--- config.mk ---
export PLATFORM = sky130hd
export DESIGN_NAME = ris_top
export DESIGN_NICKNAME = d
export VERILOG_FILES = /design/src/ris_pkg.sv /design/src/ris_top.sv
export VERILOG_INCLUDE_DIRS = /design/src /design/src/src
export SDC_FILE = /design/constraint.sdc
export NUM_CORES = 1
export LEC_CHECK = 0
export BUFFER_PORTS_ARGS = -buffer_cell sky130_fd_sc_hd__buf_2
export CORE_AREA = 2 2 186 188
export CTS_BUF_LIST = sky130_fd_sc_hd__clkbuf_4
export DETAILED_ROUTE_END_ITERATION = 10
export DIE_AREA = 0 0 188 190
export REMOVE_ABC_BUFFERS = 1
export SETUP_SLACK_MARGIN = 0.3
export SYNTH_ARGS = -nofsm -noshare
export SYNTH_HDL_FRONTEND = slang
export SYNTH_SLANG_ARGS = --single-unit
--- constraint.sdc ---
create_clock -name CLK_IN -period 10.6 [get_ports CLK_IN]
set_input_delay 1.59 -clock CLK_IN [delete_from_list [all_inputs] [get_ports CLK_IN]]
set_output_delay 1.59 -clock CLK_IN [all_outputs]
set_load 0.01 [all_outputs]
--- src/ris_cfg.svh ---
// constants of the reset and initialization sequencer
`ifndef RIS_CFG_SVH
`define RIS_CFG_SVH
`define RIS_BR_BASE   32'hFFFF_FF00
`define RIS_SUM_SEED  32'hFFFF_FFFF
`define RIS_SUM_FIRST 32'h0000_0004
`define RIS_SUM_LAST  3'h7
`define RIS_IP_REL    3'h0
`define RIS_PCB_REL   3'h1
`define RIS_PCB_LAST  3'h3
`define RIS_SKIP_TIME_NS 400
`define RIS_SKIP_CYC  4'((`RIS_SKIP_TIME_NS + 99) / 100)
`endif

--- src/ris_pkg.sv ---
// types of the reset and initialization sequencer
package ris_pkg;
  typedef enum logic [2:0] {
    S_RESET = 3'h0,
    S_ITEST = 3'h1,
    S_GAP   = 3'h2,
    S_BTEST = 3'h3,
    S_PCB   = 3'h4,
    S_START = 3'h5,
    S_RUN   = 3'h6,
    S_HALT  = 3'h7
  } ris_state_t;
  typedef struct packed {
    logic [31:0]      ip;
    logic [31:0]      pcb;
    logic [31:0]      cfg;
    logic [2:0][31:0] ptr;
  } ris_imi_t;
endpackage : ris_pkg

--- src/ris_top.sv ---
// reset and initialization sequencer with self tests and board-test float
`timescale 1ns/1ps
`include "ris_cfg.svh"
module ris_top import ris_pkg::*; (
  input  wire logic        CLK_IN,
  input  wire logic        RST_N_IN,
  input  wire logic        SELF_TEST_REQUEST_IN,
  input  wire logic        BOARD_TEST_N_IN,
  input  wire logic        ITEST_DONE_IN,
  input  wire logic        ITEST_PASS_IN,
  input  wire logic        MEM_ACK_IN,
  input  wire logic [31:0] MEM_DATA_IN,
  input  wire logic        REINIT_REQ_IN,
  input  wire logic [31:0] REINIT_PCB_IN,
  input  wire logic [31:0] REINIT_IP_IN,
  output logic             ITEST_START_OUT,
  output logic             MEM_RD_OUT,
  output logic [31:0]      MEM_ADDR_OUT,
  output logic             FAIL_N_OUT,
  output logic             HALT_OUT,
  output logic             PIN_OE_OUT,
  output logic             START_OUT,
  output logic             RUNNING_OUT,
  output ris_imi_t         IMAGE_OUT
);

  // ********************************
  // reset and strap synchronisers
  // ********************************
  logic [1:0]  rst_sync;
  logic        rst_n;
  logic [1:0]  self_test_request_sync;
  logic [1:0]  once_sync;
  ris_state_t  state;
  logic [2:0]  idx;
  logic [3:0]  cnt;
  logic [31:0] sum;
  logic [31:0] next_sum;
  logic        self_test_request_lat;
  logic        once_lat_n;

  // the external pin is the only reset source; no internal path asserts it
  always_ff @(posedge CLK_IN or negedge RST_N_IN) begin
    if (!RST_N_IN) begin
      rst_sync <= 2'h0;
    end else begin
      rst_sync <= {rst_sync[0], 1'b1};
    end
  end
  assign rst_n = rst_sync[1];

  // straps carry no reset so they keep sampling while reset is held
  always_ff @(posedge CLK_IN) begin
    self_test_request_sync <= {self_test_request_sync[0], SELF_TEST_REQUEST_IN};
    once_sync  <= {once_sync[0], BOARD_TEST_N_IN};
  end

  assign next_sum = sum + MEM_DATA_IN;

  // ********************************
  // strap latch
  // ********************************
  always_ff @(posedge CLK_IN or negedge rst_n) begin
    if (!rst_n) begin
      self_test_request_lat  <= 1'b0;
      once_lat_n <= 1'b1;
    end else if (state == S_RESET) begin
      self_test_request_lat  <= self_test_request_sync[1];
      once_lat_n <= once_sync[1];
    end
  end

  // ********************************
  // initialization sequencer
  // ********************************
  always_ff @(posedge CLK_IN or negedge rst_n) begin
    if (!rst_n) begin
      state           <= S_RESET;
      idx             <= 3'h0;
      cnt             <= 4'h0;
      sum             <= `RIS_SUM_SEED;
      ITEST_START_OUT <= 1'b0;
      MEM_RD_OUT      <= 1'b0;
      MEM_ADDR_OUT    <= 32'h0000_0000;
      FAIL_N_OUT      <= 1'b0;
      HALT_OUT        <= 1'b0;
      PIN_OE_OUT      <= 1'b0;
      START_OUT       <= 1'b0;
      RUNNING_OUT     <= 1'b0;
      IMAGE_OUT       <= '0;
    end else begin
      ITEST_START_OUT <= 1'b0;
      START_OUT       <= 1'b0;
      case (state)
        S_RESET: begin
          if (once_sync[1]) begin
            PIN_OE_OUT      <= 1'b1;
            cnt             <= 4'h0;
            ITEST_START_OUT <= self_test_request_sync[1];
            state           <= S_ITEST;
          end else begin
            state <= S_HALT;
          end
        end
        S_ITEST: begin
          if (!self_test_request_lat) begin
            // skipped test still pulses the failure pin so boards see the same shape
            cnt <= cnt + 4'h1;
            if (cnt == `RIS_SKIP_CYC - 4'h1) begin
              FAIL_N_OUT <= 1'b1;
              state      <= S_GAP;
            end
          end else if (ITEST_DONE_IN) begin
            if (ITEST_PASS_IN) begin
              FAIL_N_OUT <= 1'b1;
              state      <= S_GAP;
            end else begin
              HALT_OUT <= 1'b1;
              state    <= S_HALT;
            end
          end
        end
        S_GAP: begin
          FAIL_N_OUT <= 1'b0;
          idx        <= 3'h0;
          sum        <= `RIS_SUM_SEED;
          state      <= S_BTEST;
        end
        S_BTEST: begin
          if (MEM_RD_OUT && MEM_ACK_IN) begin
            MEM_RD_OUT <= 1'b0;
            sum        <= next_sum;
            idx        <= idx + 3'h1;
            if (idx == `RIS_IP_REL) begin
              IMAGE_OUT.ip <= MEM_DATA_IN;
            end
            if (idx == `RIS_PCB_REL) begin
              IMAGE_OUT.pcb <= MEM_DATA_IN;
            end
            if (idx == `RIS_SUM_LAST) begin
              idx <= 3'h0;
              if (next_sum == 32'h0000_0000) begin
                FAIL_N_OUT <= 1'b1;
                state      <= S_PCB;
              end else begin
                HALT_OUT <= 1'b1;
                state    <= S_HALT;
              end
            end
          end else if (!MEM_RD_OUT) begin
            MEM_RD_OUT   <= 1'b1;
            MEM_ADDR_OUT <= `RIS_BR_BASE + ((32'(idx) + `RIS_SUM_FIRST) << 2);
          end
        end
        S_PCB: begin
          if (MEM_RD_OUT && MEM_ACK_IN) begin
            MEM_RD_OUT <= 1'b0;
            idx        <= idx + 3'h1;
            if (idx == 3'h0) begin
              IMAGE_OUT.cfg <= MEM_DATA_IN;
            end else begin
              IMAGE_OUT.ptr[2'(idx - 3'h1)] <= MEM_DATA_IN;
            end
            if (idx == `RIS_PCB_LAST) begin
              state <= S_START;
            end
          end else if (!MEM_RD_OUT) begin
            MEM_RD_OUT   <= 1'b1;
            MEM_ADDR_OUT <= IMAGE_OUT.pcb + (32'(idx) << 2);
          end
        end
        S_START: begin
          START_OUT   <= 1'b1;
          RUNNING_OUT <= 1'b1;
          state       <= S_RUN;
        end
        S_RUN: begin
          // reinit reuses the control block walk but skips both self tests
          if (REINIT_REQ_IN) begin
            IMAGE_OUT.ip  <= REINIT_IP_IN;
            IMAGE_OUT.pcb <= REINIT_PCB_IN;
            RUNNING_OUT   <= 1'b0;
            idx           <= 3'h0;
            state         <= S_PCB;
          end
        end
        S_HALT: begin
          state <= S_HALT;
        end
        default: begin
          state <= S_HALT;
        end
      endcase
    end
  end
endmodule : ris_top

### Word-level counts from Yosys, hierarchy flattened

Cells that the tools add are included.

* register bits after elaboration: 280
* word-level logic and storage cells: 147
* bits of input ports: 104

* order comparisons: 2
* bitwise operators: 1
* $add $sub $neg: 7
* equality and inequality tests: 32
* muxes and demuxes: 56
* reduce and logical (&&, ||, !) cells: 27

Operator list (number)
* $mux W32: 8
* $mux W64: 2
* $pmux W32 S2: 2
* $pmux W64 S2: 1
* $bwmux W96: 1
* $demux W32 S2: 1
* $mux W3: 14
* $ne A2 B2 Y1 const B: 18
* $add A32 B32 Y32: 1
* $add A32 B5 Y32: 1
* $logic_not A32 Y1: 1
* $pmux W3 S8: 1
* $reduce_and A7 Y1: 3
* $mux W1: 18
* $eq A3 B3 Y1 const B: 5
* $pmux W3 S4: 1
* $reduce_and A4 Y1: 3
* $reduce_bool A2 Y1: 6
* $add A9 B7 Y10 const A: 1
* $eq A3 B2 Y1 const B: 3
* $ne A3 B3 Y1 const B: 3
* $reduce_and A3 Y1: 3
* $mux W4: 2
* $pmux W4 S2: 1
* 19 further kinds: 25

### Depth between registers and ports, before layout

Gate-level depths: netlist (run 1).

* word-level depth: 6
* depth in mapped cells: 13
* gate-level depth less buffers: 13

### Worst setup path before layout (run 1)

Ideal clock, no wire load.

* kind: in2reg
* start: input MEM_DATA_IN[0]
* end: register HALT_OUT
* path buffers: 0
* arrival time: 4.484 ns
* required time: 10.474 ns
* stages on the path: 12
* library setup time: 0.126 ns
* setup slack: 5.990 ns
* cells stage by stage: ha_1 -> fa_1 -> a21o_1 -> a221oi_4 -> o31ai_2 -> or4_1 -> nand3_1 -> o21ai_0 -> nor4_1 -> nand4_1 -> or3_1 -> a221o_1

* word-level cells in the longest chain between the ends: 4

Ends and longest elaborated chain
* start, declared: line ris_top.sv:12 `input wire logic [31:0] MEM_DATA_IN,`
* $add A32 B32 Y32: line ris_top.sv:58 `assign next_sum = sum + MEM_DATA_IN;`
* $logic_not A32 Y1: line ris_top.sv:142 `if (next_sum == 32'h0000_0000) begin`
* $ne A2 B2 Y1 (no line)
* $reduce_and A7 Y1 (no line)
* end signal, assigned: line ris_top.sv:86 `HALT_OUT <= 1'b0;`
* end signal, assigned: line ris_top.sv:118 `HALT_OUT <= 1'b1;`
* end signal, assigned: line ris_top.sv:146 `HALT_OUT <= 1'b1;`
* end, declared: line ris_top.sv:20 `output logic HALT_OUT,`

No other way between the ends.
A chain may end at the register's enable or synchronous reset.

### Final worst setup path (run 1)

* start: input MEM_DATA_IN[9]
* end: register HALT_OUT

Same word-level chain as after synthesis.

==> reports/qor.csv, run 1 <==
metric;value;unit
max_slew headroom;20.5;%
Layout Cells excl Fill;2112;
Final min period;4420;ps
# port buffers;334;
# setup viols final;0;
dpl hpwl;30200;um
Site Rows;68;
dpl cells;1970;
fin nets;1746;
grt total ovfl;0;
antenna viol nets, final;0;
crit-path most repeated cell;or3_1;
Switching Share;37.6;%
RSZ-0062 raised after global routing;false;
status;finished clean;
r2r worst-path depth;11;
largest family of logic cells by synthesized area;compound AO/OA/AOI/OAI gates;
Int Pwr;0.00266;W
CTS tree;done;
part of the power in registers;39.7;%
Pwr Total;0.00426;W
Tightest Pin Transition;1190;ps
CTS Buffer Depth;3;
adder-cell share of the synthesized area;4.23;%
compound-cell area share of the yosys netlist;14.9;%
Avg Synthesized Cell Area;10.8;um^2
WL/cell;19.8;um
worst endpoint data arrival time;5060;ps
clock sink count;280;
Lkg Pwr;8.04;nW
NetSw;0.00160;W
clock latency on the worst-skew pair;750;ps
Yosys reg bits;280;
number of top-level pins;335;
cells after synthesis;1234;
drt total wl;41700;um
cells along the critical path;buf_2 -> ha_1 -> a21oi_1 -> o211ai_1 -> and2_1 -> o311ai_1 -> nand4b_1 -> a31o_2 -> xnor2_1 -> or3_1 -> or3_1 -> a221o_1;
Max stage delay cell, worst path;o311ai_1;
CTS Buf Count;81;
post-CTS setup buffer count;0;
WP data required;11230;ps
Combinational Power Share;36.2;%
layout cells sized above 1;39.9;%
achievable frequency;0.226;GHz
die height;190;um
slowest stage delay, CP;600;ps
die area;35700;um^2
post-synthesis mux area share;11.1;%
startpoint types;input port;
Tightest Hold Check Type;reg -> reg;
Final Hold Viols;0;
Die X;188;um
root buf cell;clkbuf_4;
core area;33900;um^2
routability cong.;0.900;
vias in the first global route;11000;
global-route usage over all layers;23.4;%
Hold WS;300;ps
critical path class;in -> reg;
Hold Buf Count CTS;0;
final period utilization;41.7;%
Area Overhead vs Synth;23.8;%
number of gates resized after cts;0;
Ys Warns;0;
Initial Utilization;39.4;%
Primary FF master, synth;dfrtp_1;
initial antenna violation count;2;
clock share of power;24.1;%
pwr/cell area;257;nW/um^2
drt first pass iters;5;
XOR/XNOR share of the synthesized area;3.67;%
critical path peak fanout;7;
max_cap viols;0;
CTS HTree Levels;3;
Post-synth ARST share;98.6;%
setup_tns;0;ps
Post-Synth Simple-Gate Area;11.4;%
Via-to-Cell Ratio;5.23;
first-pass GRT wire length;64300;um
DRT iter0 DRCs;660;
final slew viol count;0;
vias;11000;
# DRC;0;
Worst Hold Path Cells;0;
Synth Cell Area;13400;um^2
CTS clk-pin slew, worst paths;70;ps
largest net degree at the start of global routing;153;
Post-synth EDFFs;0;
Seq/Total Area, Yosys;52.5;%
Max rail drop VDD;0.117;mV
Final Skew;68.3;ps
Unique masters post-synth;66;
Worst Setup End Kind;flop;
## worst paths after layout
kind / from / slack, ps / end
max: MEM_DATA_IN[9] / 6180 / HALT_OUT$_DFFE_PN0P_
min: once_sync[0]$_DFF_P_ / 300 / once_sync[1]$_DFF_P_
min reg2reg: once_sync[0]$_DFF_P_ / 300 / once_sync[1]$_DFF_P_
max in group asynchronous: rst_sync[1]$_DFF_PN0_ / 8840 / IMAGE_OUT[21]$_DFFE_PN0P_
max reg2reg: sum[9]$_DFFE_PN1P_ / 6750 / HALT_OUT$_DFFE_PN0P_
min in group asynchronous: rst_sync[1]$_DFF_PN0_ / 400 / IMAGE_OUT[112]$_DFFE_PN0P_
## logic make-up after synthesis
kind of cell,Yosys count
other,1
XOR/XNOR,56
AND/OR/NAND/NOR,322
AO/OA/AOI/OAI,325
multiplexers,132
buffers and inverters,74
flip-flops,280
adder cells (fa/ha/maj),44
## synth_stat cells, drive strengths merged (3+ instances only)
| library cell | instances | share of area [%] |
|---|---|---|
| and2 | 38 | 1.8 |
| nand2 | 81 | 2.3 |
| a21o | 16 | 0.90 |
| dfrtp | 244 | 46 |
| nor3 | 17 | 0.64 |
| dfxtp | 4 | 0.60 |
| o21bai | 3 | 0.17 |
| a221oi | 4 | 0.39 |
| xnor2 | 32 | 2.1 |
| o21ai | 56 | 2.1 |
| mux2 | 131 | 11 |
| and3 | 13 | 0.61 |
| nor2b | 6 | 0.28 |
| nand3 | 17 | 0.64 |
| a31o | 3 | 0.20 |
| inv | 13 | 0.36 |
| a211oi | 4 | 0.26 |
| or3 | 6 | 0.28 |
| dfstp | 32 | 6.3 |
| nor4 | 5 | 0.23 |
| buf | 16 | 0.49 |
| clkbuf | 45 | 1.3 |
| nand2b | 5 | 0.23 |
| a31oi | 6 | 0.28 |
| o22ai | 3 | 0.14 |
| o22a | 24 | 1.6 |
| a21boi | 3 | 0.17 |
| o21a | 6 | 0.34 |
| and4 | 5 | 0.33 |
| nor2 | 107 | 3.0 |
| xor2 | 24 | 1.6 |
| ha | 42 | 3.9 |
| a22o | 6 | 0.39 |
| o211ai | 3 | 0.17 |
| or2 | 6 | 0.28 |
| nand4 | 12 | 0.56 |
| a21oi | 170 | 6.5 |
## layout make-up
cell class                 instances  area [um^2]
tap                              455          569
clock buffer                     123          923
timing repair buffer             342         1740
antenna                            2         5.00
clock inverter                    17          121
fill                            3291        17400
inverter                          13         48.8
multi-input combinational        880         6120
sequential                       280         7030
## flip-flops by register name, summed over array words and instances (netlist names), 2 cells and up
register and cells:
rst_sync 2, sum 32, idx 3, self_test_request_sync 2, IMAGE_OUT 192, cnt 4
once_sync 2, state 3, MEM_ADDR_OUT 32
## critical path: cells and delay by family
family,cells,cell delay (ps)
AOI/OAI and AO/OA,5,1710
xor gates and xnor gates,1,130
adders and majority gates,1,400
buffers and inverters,1,150
and+or+nand+nor,4,1070
## cells in the final DEF (no fill, tap or decap), types with 32 or more instances in the layout
| cell type | count |
|---|---|
| buf_2 | 334 |
| nand2_1 | 78 |
| a21oi_1 | 166 |
| ha_1 | 42 |
| xnor2_1 | 32 |
| o21ai_0 | 55 |
| clkbuf_4 | 123 |
| dfstp_2 | 32 |
| dfrtp_1 | 243 |
| nor2_1 | 105 |
| mux2_2 | 131 |
| and2_1 | 37 |
## layer usage
layer / track usage (%) / up-vias / part of all wire, % / wire length, um
met5: 0 / - / 0 / 0
met4: 10.3 / 0 / 3.0 / 1260
met3: 4.83 / 84 / 4.8 / 2020
met2: 37.9 / 313 / 49 / 20300
met1: 30.3 / 5454 / 44 / 18200
li1: - / 5195 / - / -
## stage by stage
stage | area [um^2] | setup slack [ps] | util [%]
final | 16600 | 6180 | 48.8
after global routing | 16600 | 6030 | 48.8
after CTS | 16600 | 6310 | 48.8
after detailed placement | 15500 | 5460 | 45.7
after global placement | 15500 | 5560 | 45.7
after floorplan | 13100 | 2390 | -
## power groups by stage
stage                     Combinational [W]  Sequential [W]  Clock (W)
after floorplan                    0.000703         0.00186          0
after global placement              0.00154         0.00170          0
after detailed placement            0.00155         0.00171          0
after CTS                           0.00156         0.00169    0.00106
after global routing                0.00169         0.00175    0.00112
final                               0.00154         0.00169    0.00103
(Power assumes the default switching activity.)
==> run 2, diff against run 1 <==
--- a/config.mk
+++ b/config.mk
@@ -6,11 +6,12 @@
 export SDC_FILE = /design/constraint.sdc
 export NUM_CORES = 1
 export LEC_CHECK = 0
+export ABC_AREA = 1
 export BUFFER_PORTS_ARGS = -buffer_cell sky130_fd_sc_hd__buf_2
-export CORE_AREA = 2 2 186 188
+export CORE_AREA = 2 2 195 197
 export CTS_BUF_LIST = sky130_fd_sc_hd__clkbuf_4
 export DETAILED_ROUTE_END_ITERATION = 10
-export DIE_AREA = 0 0 188 190
+export DIE_AREA = 0 0 197 199
 export REMOVE_ABC_BUFFERS = 1
 export SETUP_SLACK_MARGIN = 0.3
 export SYNTH_ARGS = -nofsm -noshare
==> constraint.sdc (replaced) <==
create_clock -name CLK_IN -period 4.1 [get_ports CLK_IN]
set_input_delay 0.615 -clock CLK_IN [delete_from_list [all_inputs] [get_ports CLK_IN]]
set_output_delay 0.615 -clock CLK_IN [all_outputs]
set_load 0.01 [all_outputs]
==> reports/qor.csv, run 2 <==
metric;value;unit
Synth area leaders;dfrtp_1, nand2_1, inv_1, o21ai_0, dfstp_2;
largest reg by FF count;IMAGE_OUT;
CTS Buf Count;79;
grt met1 use;36.7;%
Via-to-Cell Ratio;5.12;
Worst Setup End Kind;flop;
die area;39200;um^2
Ys Warns;0;
fillers;3806;
Hold Path End;IMAGE_OUT[166]$_DFFE_PN0P_;
layout cells sized above 1;25.9;%
Avg Synthesized Cell Area;7.80;um^2
cell taking the most area after synthesis;dfrtp_1;
die height;199;um
Final Hold Viols;0;
Post-synth ARST share;98.6;%
Post-synth top cells;nand2_1, dfrtp_1, inv_1;
Max rail drop VDD;0.472;mV
Yosys reg bits;280;
drt total wl;53900;um
DRT iter0 DRCs;1163;
M2 GR Usage;44.8;%
first-pass GRT wire length;81900;um
Post-synth EDFFs;0;
global routing usage on met3;5.48;%
Seq/Total Area, Yosys;47.8;%
pwr/cell area;721;nW/um^2
root buf cell;clkbuf_4;
antenna viol nets, final;0;
CTS Buffer Depth;3;
final slew viol count;0;
Pwr Total;0.0129;W
r2r setup slk;1240;ps
routability cong.;0.961;
dpl hpwl;40600;um
largest net degree at the start of global routing;94;
RSZ-0062 raised after global routing;false;
number of top-level pins;335;
max reg flops;192;
critical path peak fanout;4;
initial antenna violation count;6;
drt first pass iters;5;
Hold WS;137;ps
Initial Utilization;39.6;%
share of the synthesized area in the top cell type;41.5;%
Die X;197;um
Final Core Density;48.2;%
WL/cell;19.3;um
grt total ovfl;0;
vias;14300;
WP data required;4780;ps
Worst Hold Path Cells;3;
most instantiated library cell after synthesis;nand2_1;
vias in the first global route;13900;
# setup viols final;0;
fin nets;2406;
clock latency on the worst-skew pair;780;ps
achievable frequency;0.350;GHz
Primary FF master, synth;dfrtp_1;
CTS clk-pin slew, worst paths;70;ps
critical path class;reg -> reg;
clock sink count;280;
CTS HTree Levels;3;
startpoint types;flop;
number of gates resized after cts;0;
Lkg Pwr;9.49;nW
worst endpoint data arrival time;3530;ps
status;finished clean;
Area Overhead vs Synth;21.8;%
# DRC;0;
core area;37100;um^2
Tightest Pin Transition;1130;ps
R2R Path Start;sum[0]$_DFFE_PN1P_;
max_cap viols;0;
r2r worst-path depth;16;
Top Usage Layer GRT;met2;
max_slew headroom;24.6;%
reg2reg end;state[1]$_DFFE_PN0P_;
Tightest Hold Check Type;in -> reg;
cells after synthesis;1885;
leading registers by flop count;IMAGE_OUT: 192 flops, MEM_ADDR_OUT: 32 flops, sum: 32 flops;
CTS tree;done;
most frequent cells in the layout;nand2_1, buf_2, inv_1, dfrtp_1, o21ai_0;
Final Skew;64.2;ps
Site Rows;71;
Final min period;2860;ps
# port buffers;334;
final period utilization;69.7;%
Unique masters post-synth;56;
global-route usage over all layers;27.6;%
worst hold start;REINIT_IP_IN[6];
commonest non-fill, non-tap cell in the layout;nand2_1;
Synth Cell Area;14700;um^2
[run 2: changes by cell type after synthesis, sizes merged, moves of 36 or more]
cell and delta:
nand2 +543, inv +249, o21ai +128, mux2 -120, a21oi -78, and2 -38
nand3 +36
[run 2: timing repair]
action / 4_1_cts / 5_1_grt
hold endpoints to repair: 4 / 0
hold buffers: 3 / 0
setup buffers: 0 / 0
[run 2: cell families after synthesis]
kind of cell | synth area share (%)
and+or+nand+nor | 24.9
AOI/OAI and AO/OA | 13.3
buffers and inverters | 8.70
DFF | 47.8
adders and majority gates | 3.85
muxes | 0.842
xor gates and xnor gates | 0.596
other | 0.0255
[run 2: routing by layer]
layer  vias to the layer above  share of wire [%]
met5                         -              0.024
met4                         2                3.0
met3                        87                6.7
met2                       522                 47
met1                      6822                 44
li1                       6830                  -
[run 2: area by class of cell]
class	count	area, um^2	area share (%)
Clock inverter	14	110	0.615
Timing Repair Buffer	355	1860	10.4
Multi-Input combinational cell	1277	6420	35.8
Tap cell	474	593	3.31
Clock buffer	118	886	4.95
Inverter	265	996	5.56
Sequential cell	280	7030	39.3
Antenna cell	5	12.5	0.0699
[run 2: worst max-delay path by stage]
stage / slack, ps / cells after the start / to / start
6_report: 1240 / 16 / state[1]$_DFFE_PN0P_ / sum[0]$_DFFE_PN1P_
5_1_grt: 1000 / 11 / idx[0]$_DFFE_PN0P_ / state[0]$_DFFE_PN0P_
4_1_cts: 1230 / 16 / state[1]$_DFFE_PN0P_ / sum[0]$_DFFE_PN1P_
3_5_place_dp: 830 / 17 / state[1]$_DFFE_PN0P_ / MEM_DATA_IN[0]
3_3_place_gp: 920 / 17 / state[1]$_DFFE_PN0P_ / MEM_DATA_IN[0]
2_1_floorplan: -4110 / 0 / FAIL_N_OUT$_DFFE_PN0P_ / rst_sync[1]$_DFF_PN0_
[run 2: worst max-delay path, stage by stage (launching register included)]
cell,delay (ps)
dfstp_2,370
ha_1,240
fa_1,480
nand3_1,160
nand2_2,90
nand2_1,90
nand2_2,80
nand2_1,90
nand2_2,70
xnor2_1,210
nand2_1,110
nor2_1,140
nand3_1,150
o21bai_2,280
nand3_1,100
nand2_1,70
nand2_1,40
[run 2: report_power, final]
part | switching [W] | internal (W)
registers | 0.000669 | 0.00368
logic | 0.00393 | 0.00199
clock network | 0.00122 | 0.00143
total | 0.00582 | 0.00710
[run 2: metrics by stage]
step / std cells / setup TNS (ps) / area [um^2] / setup WS (ps)
after floorplan: 1822 / -1054720 / 14400 / -4110
after global placement: 2648 / 0 / 16900 / 921
after detailed placement: 2648 / 0 / 16900 / 833
after CTS: 2783 / 0 / 17900 / 1230
after global routing: 2787 / 0 / 17900 / 1000
final: 2788 / 0 / 17900 / 1240
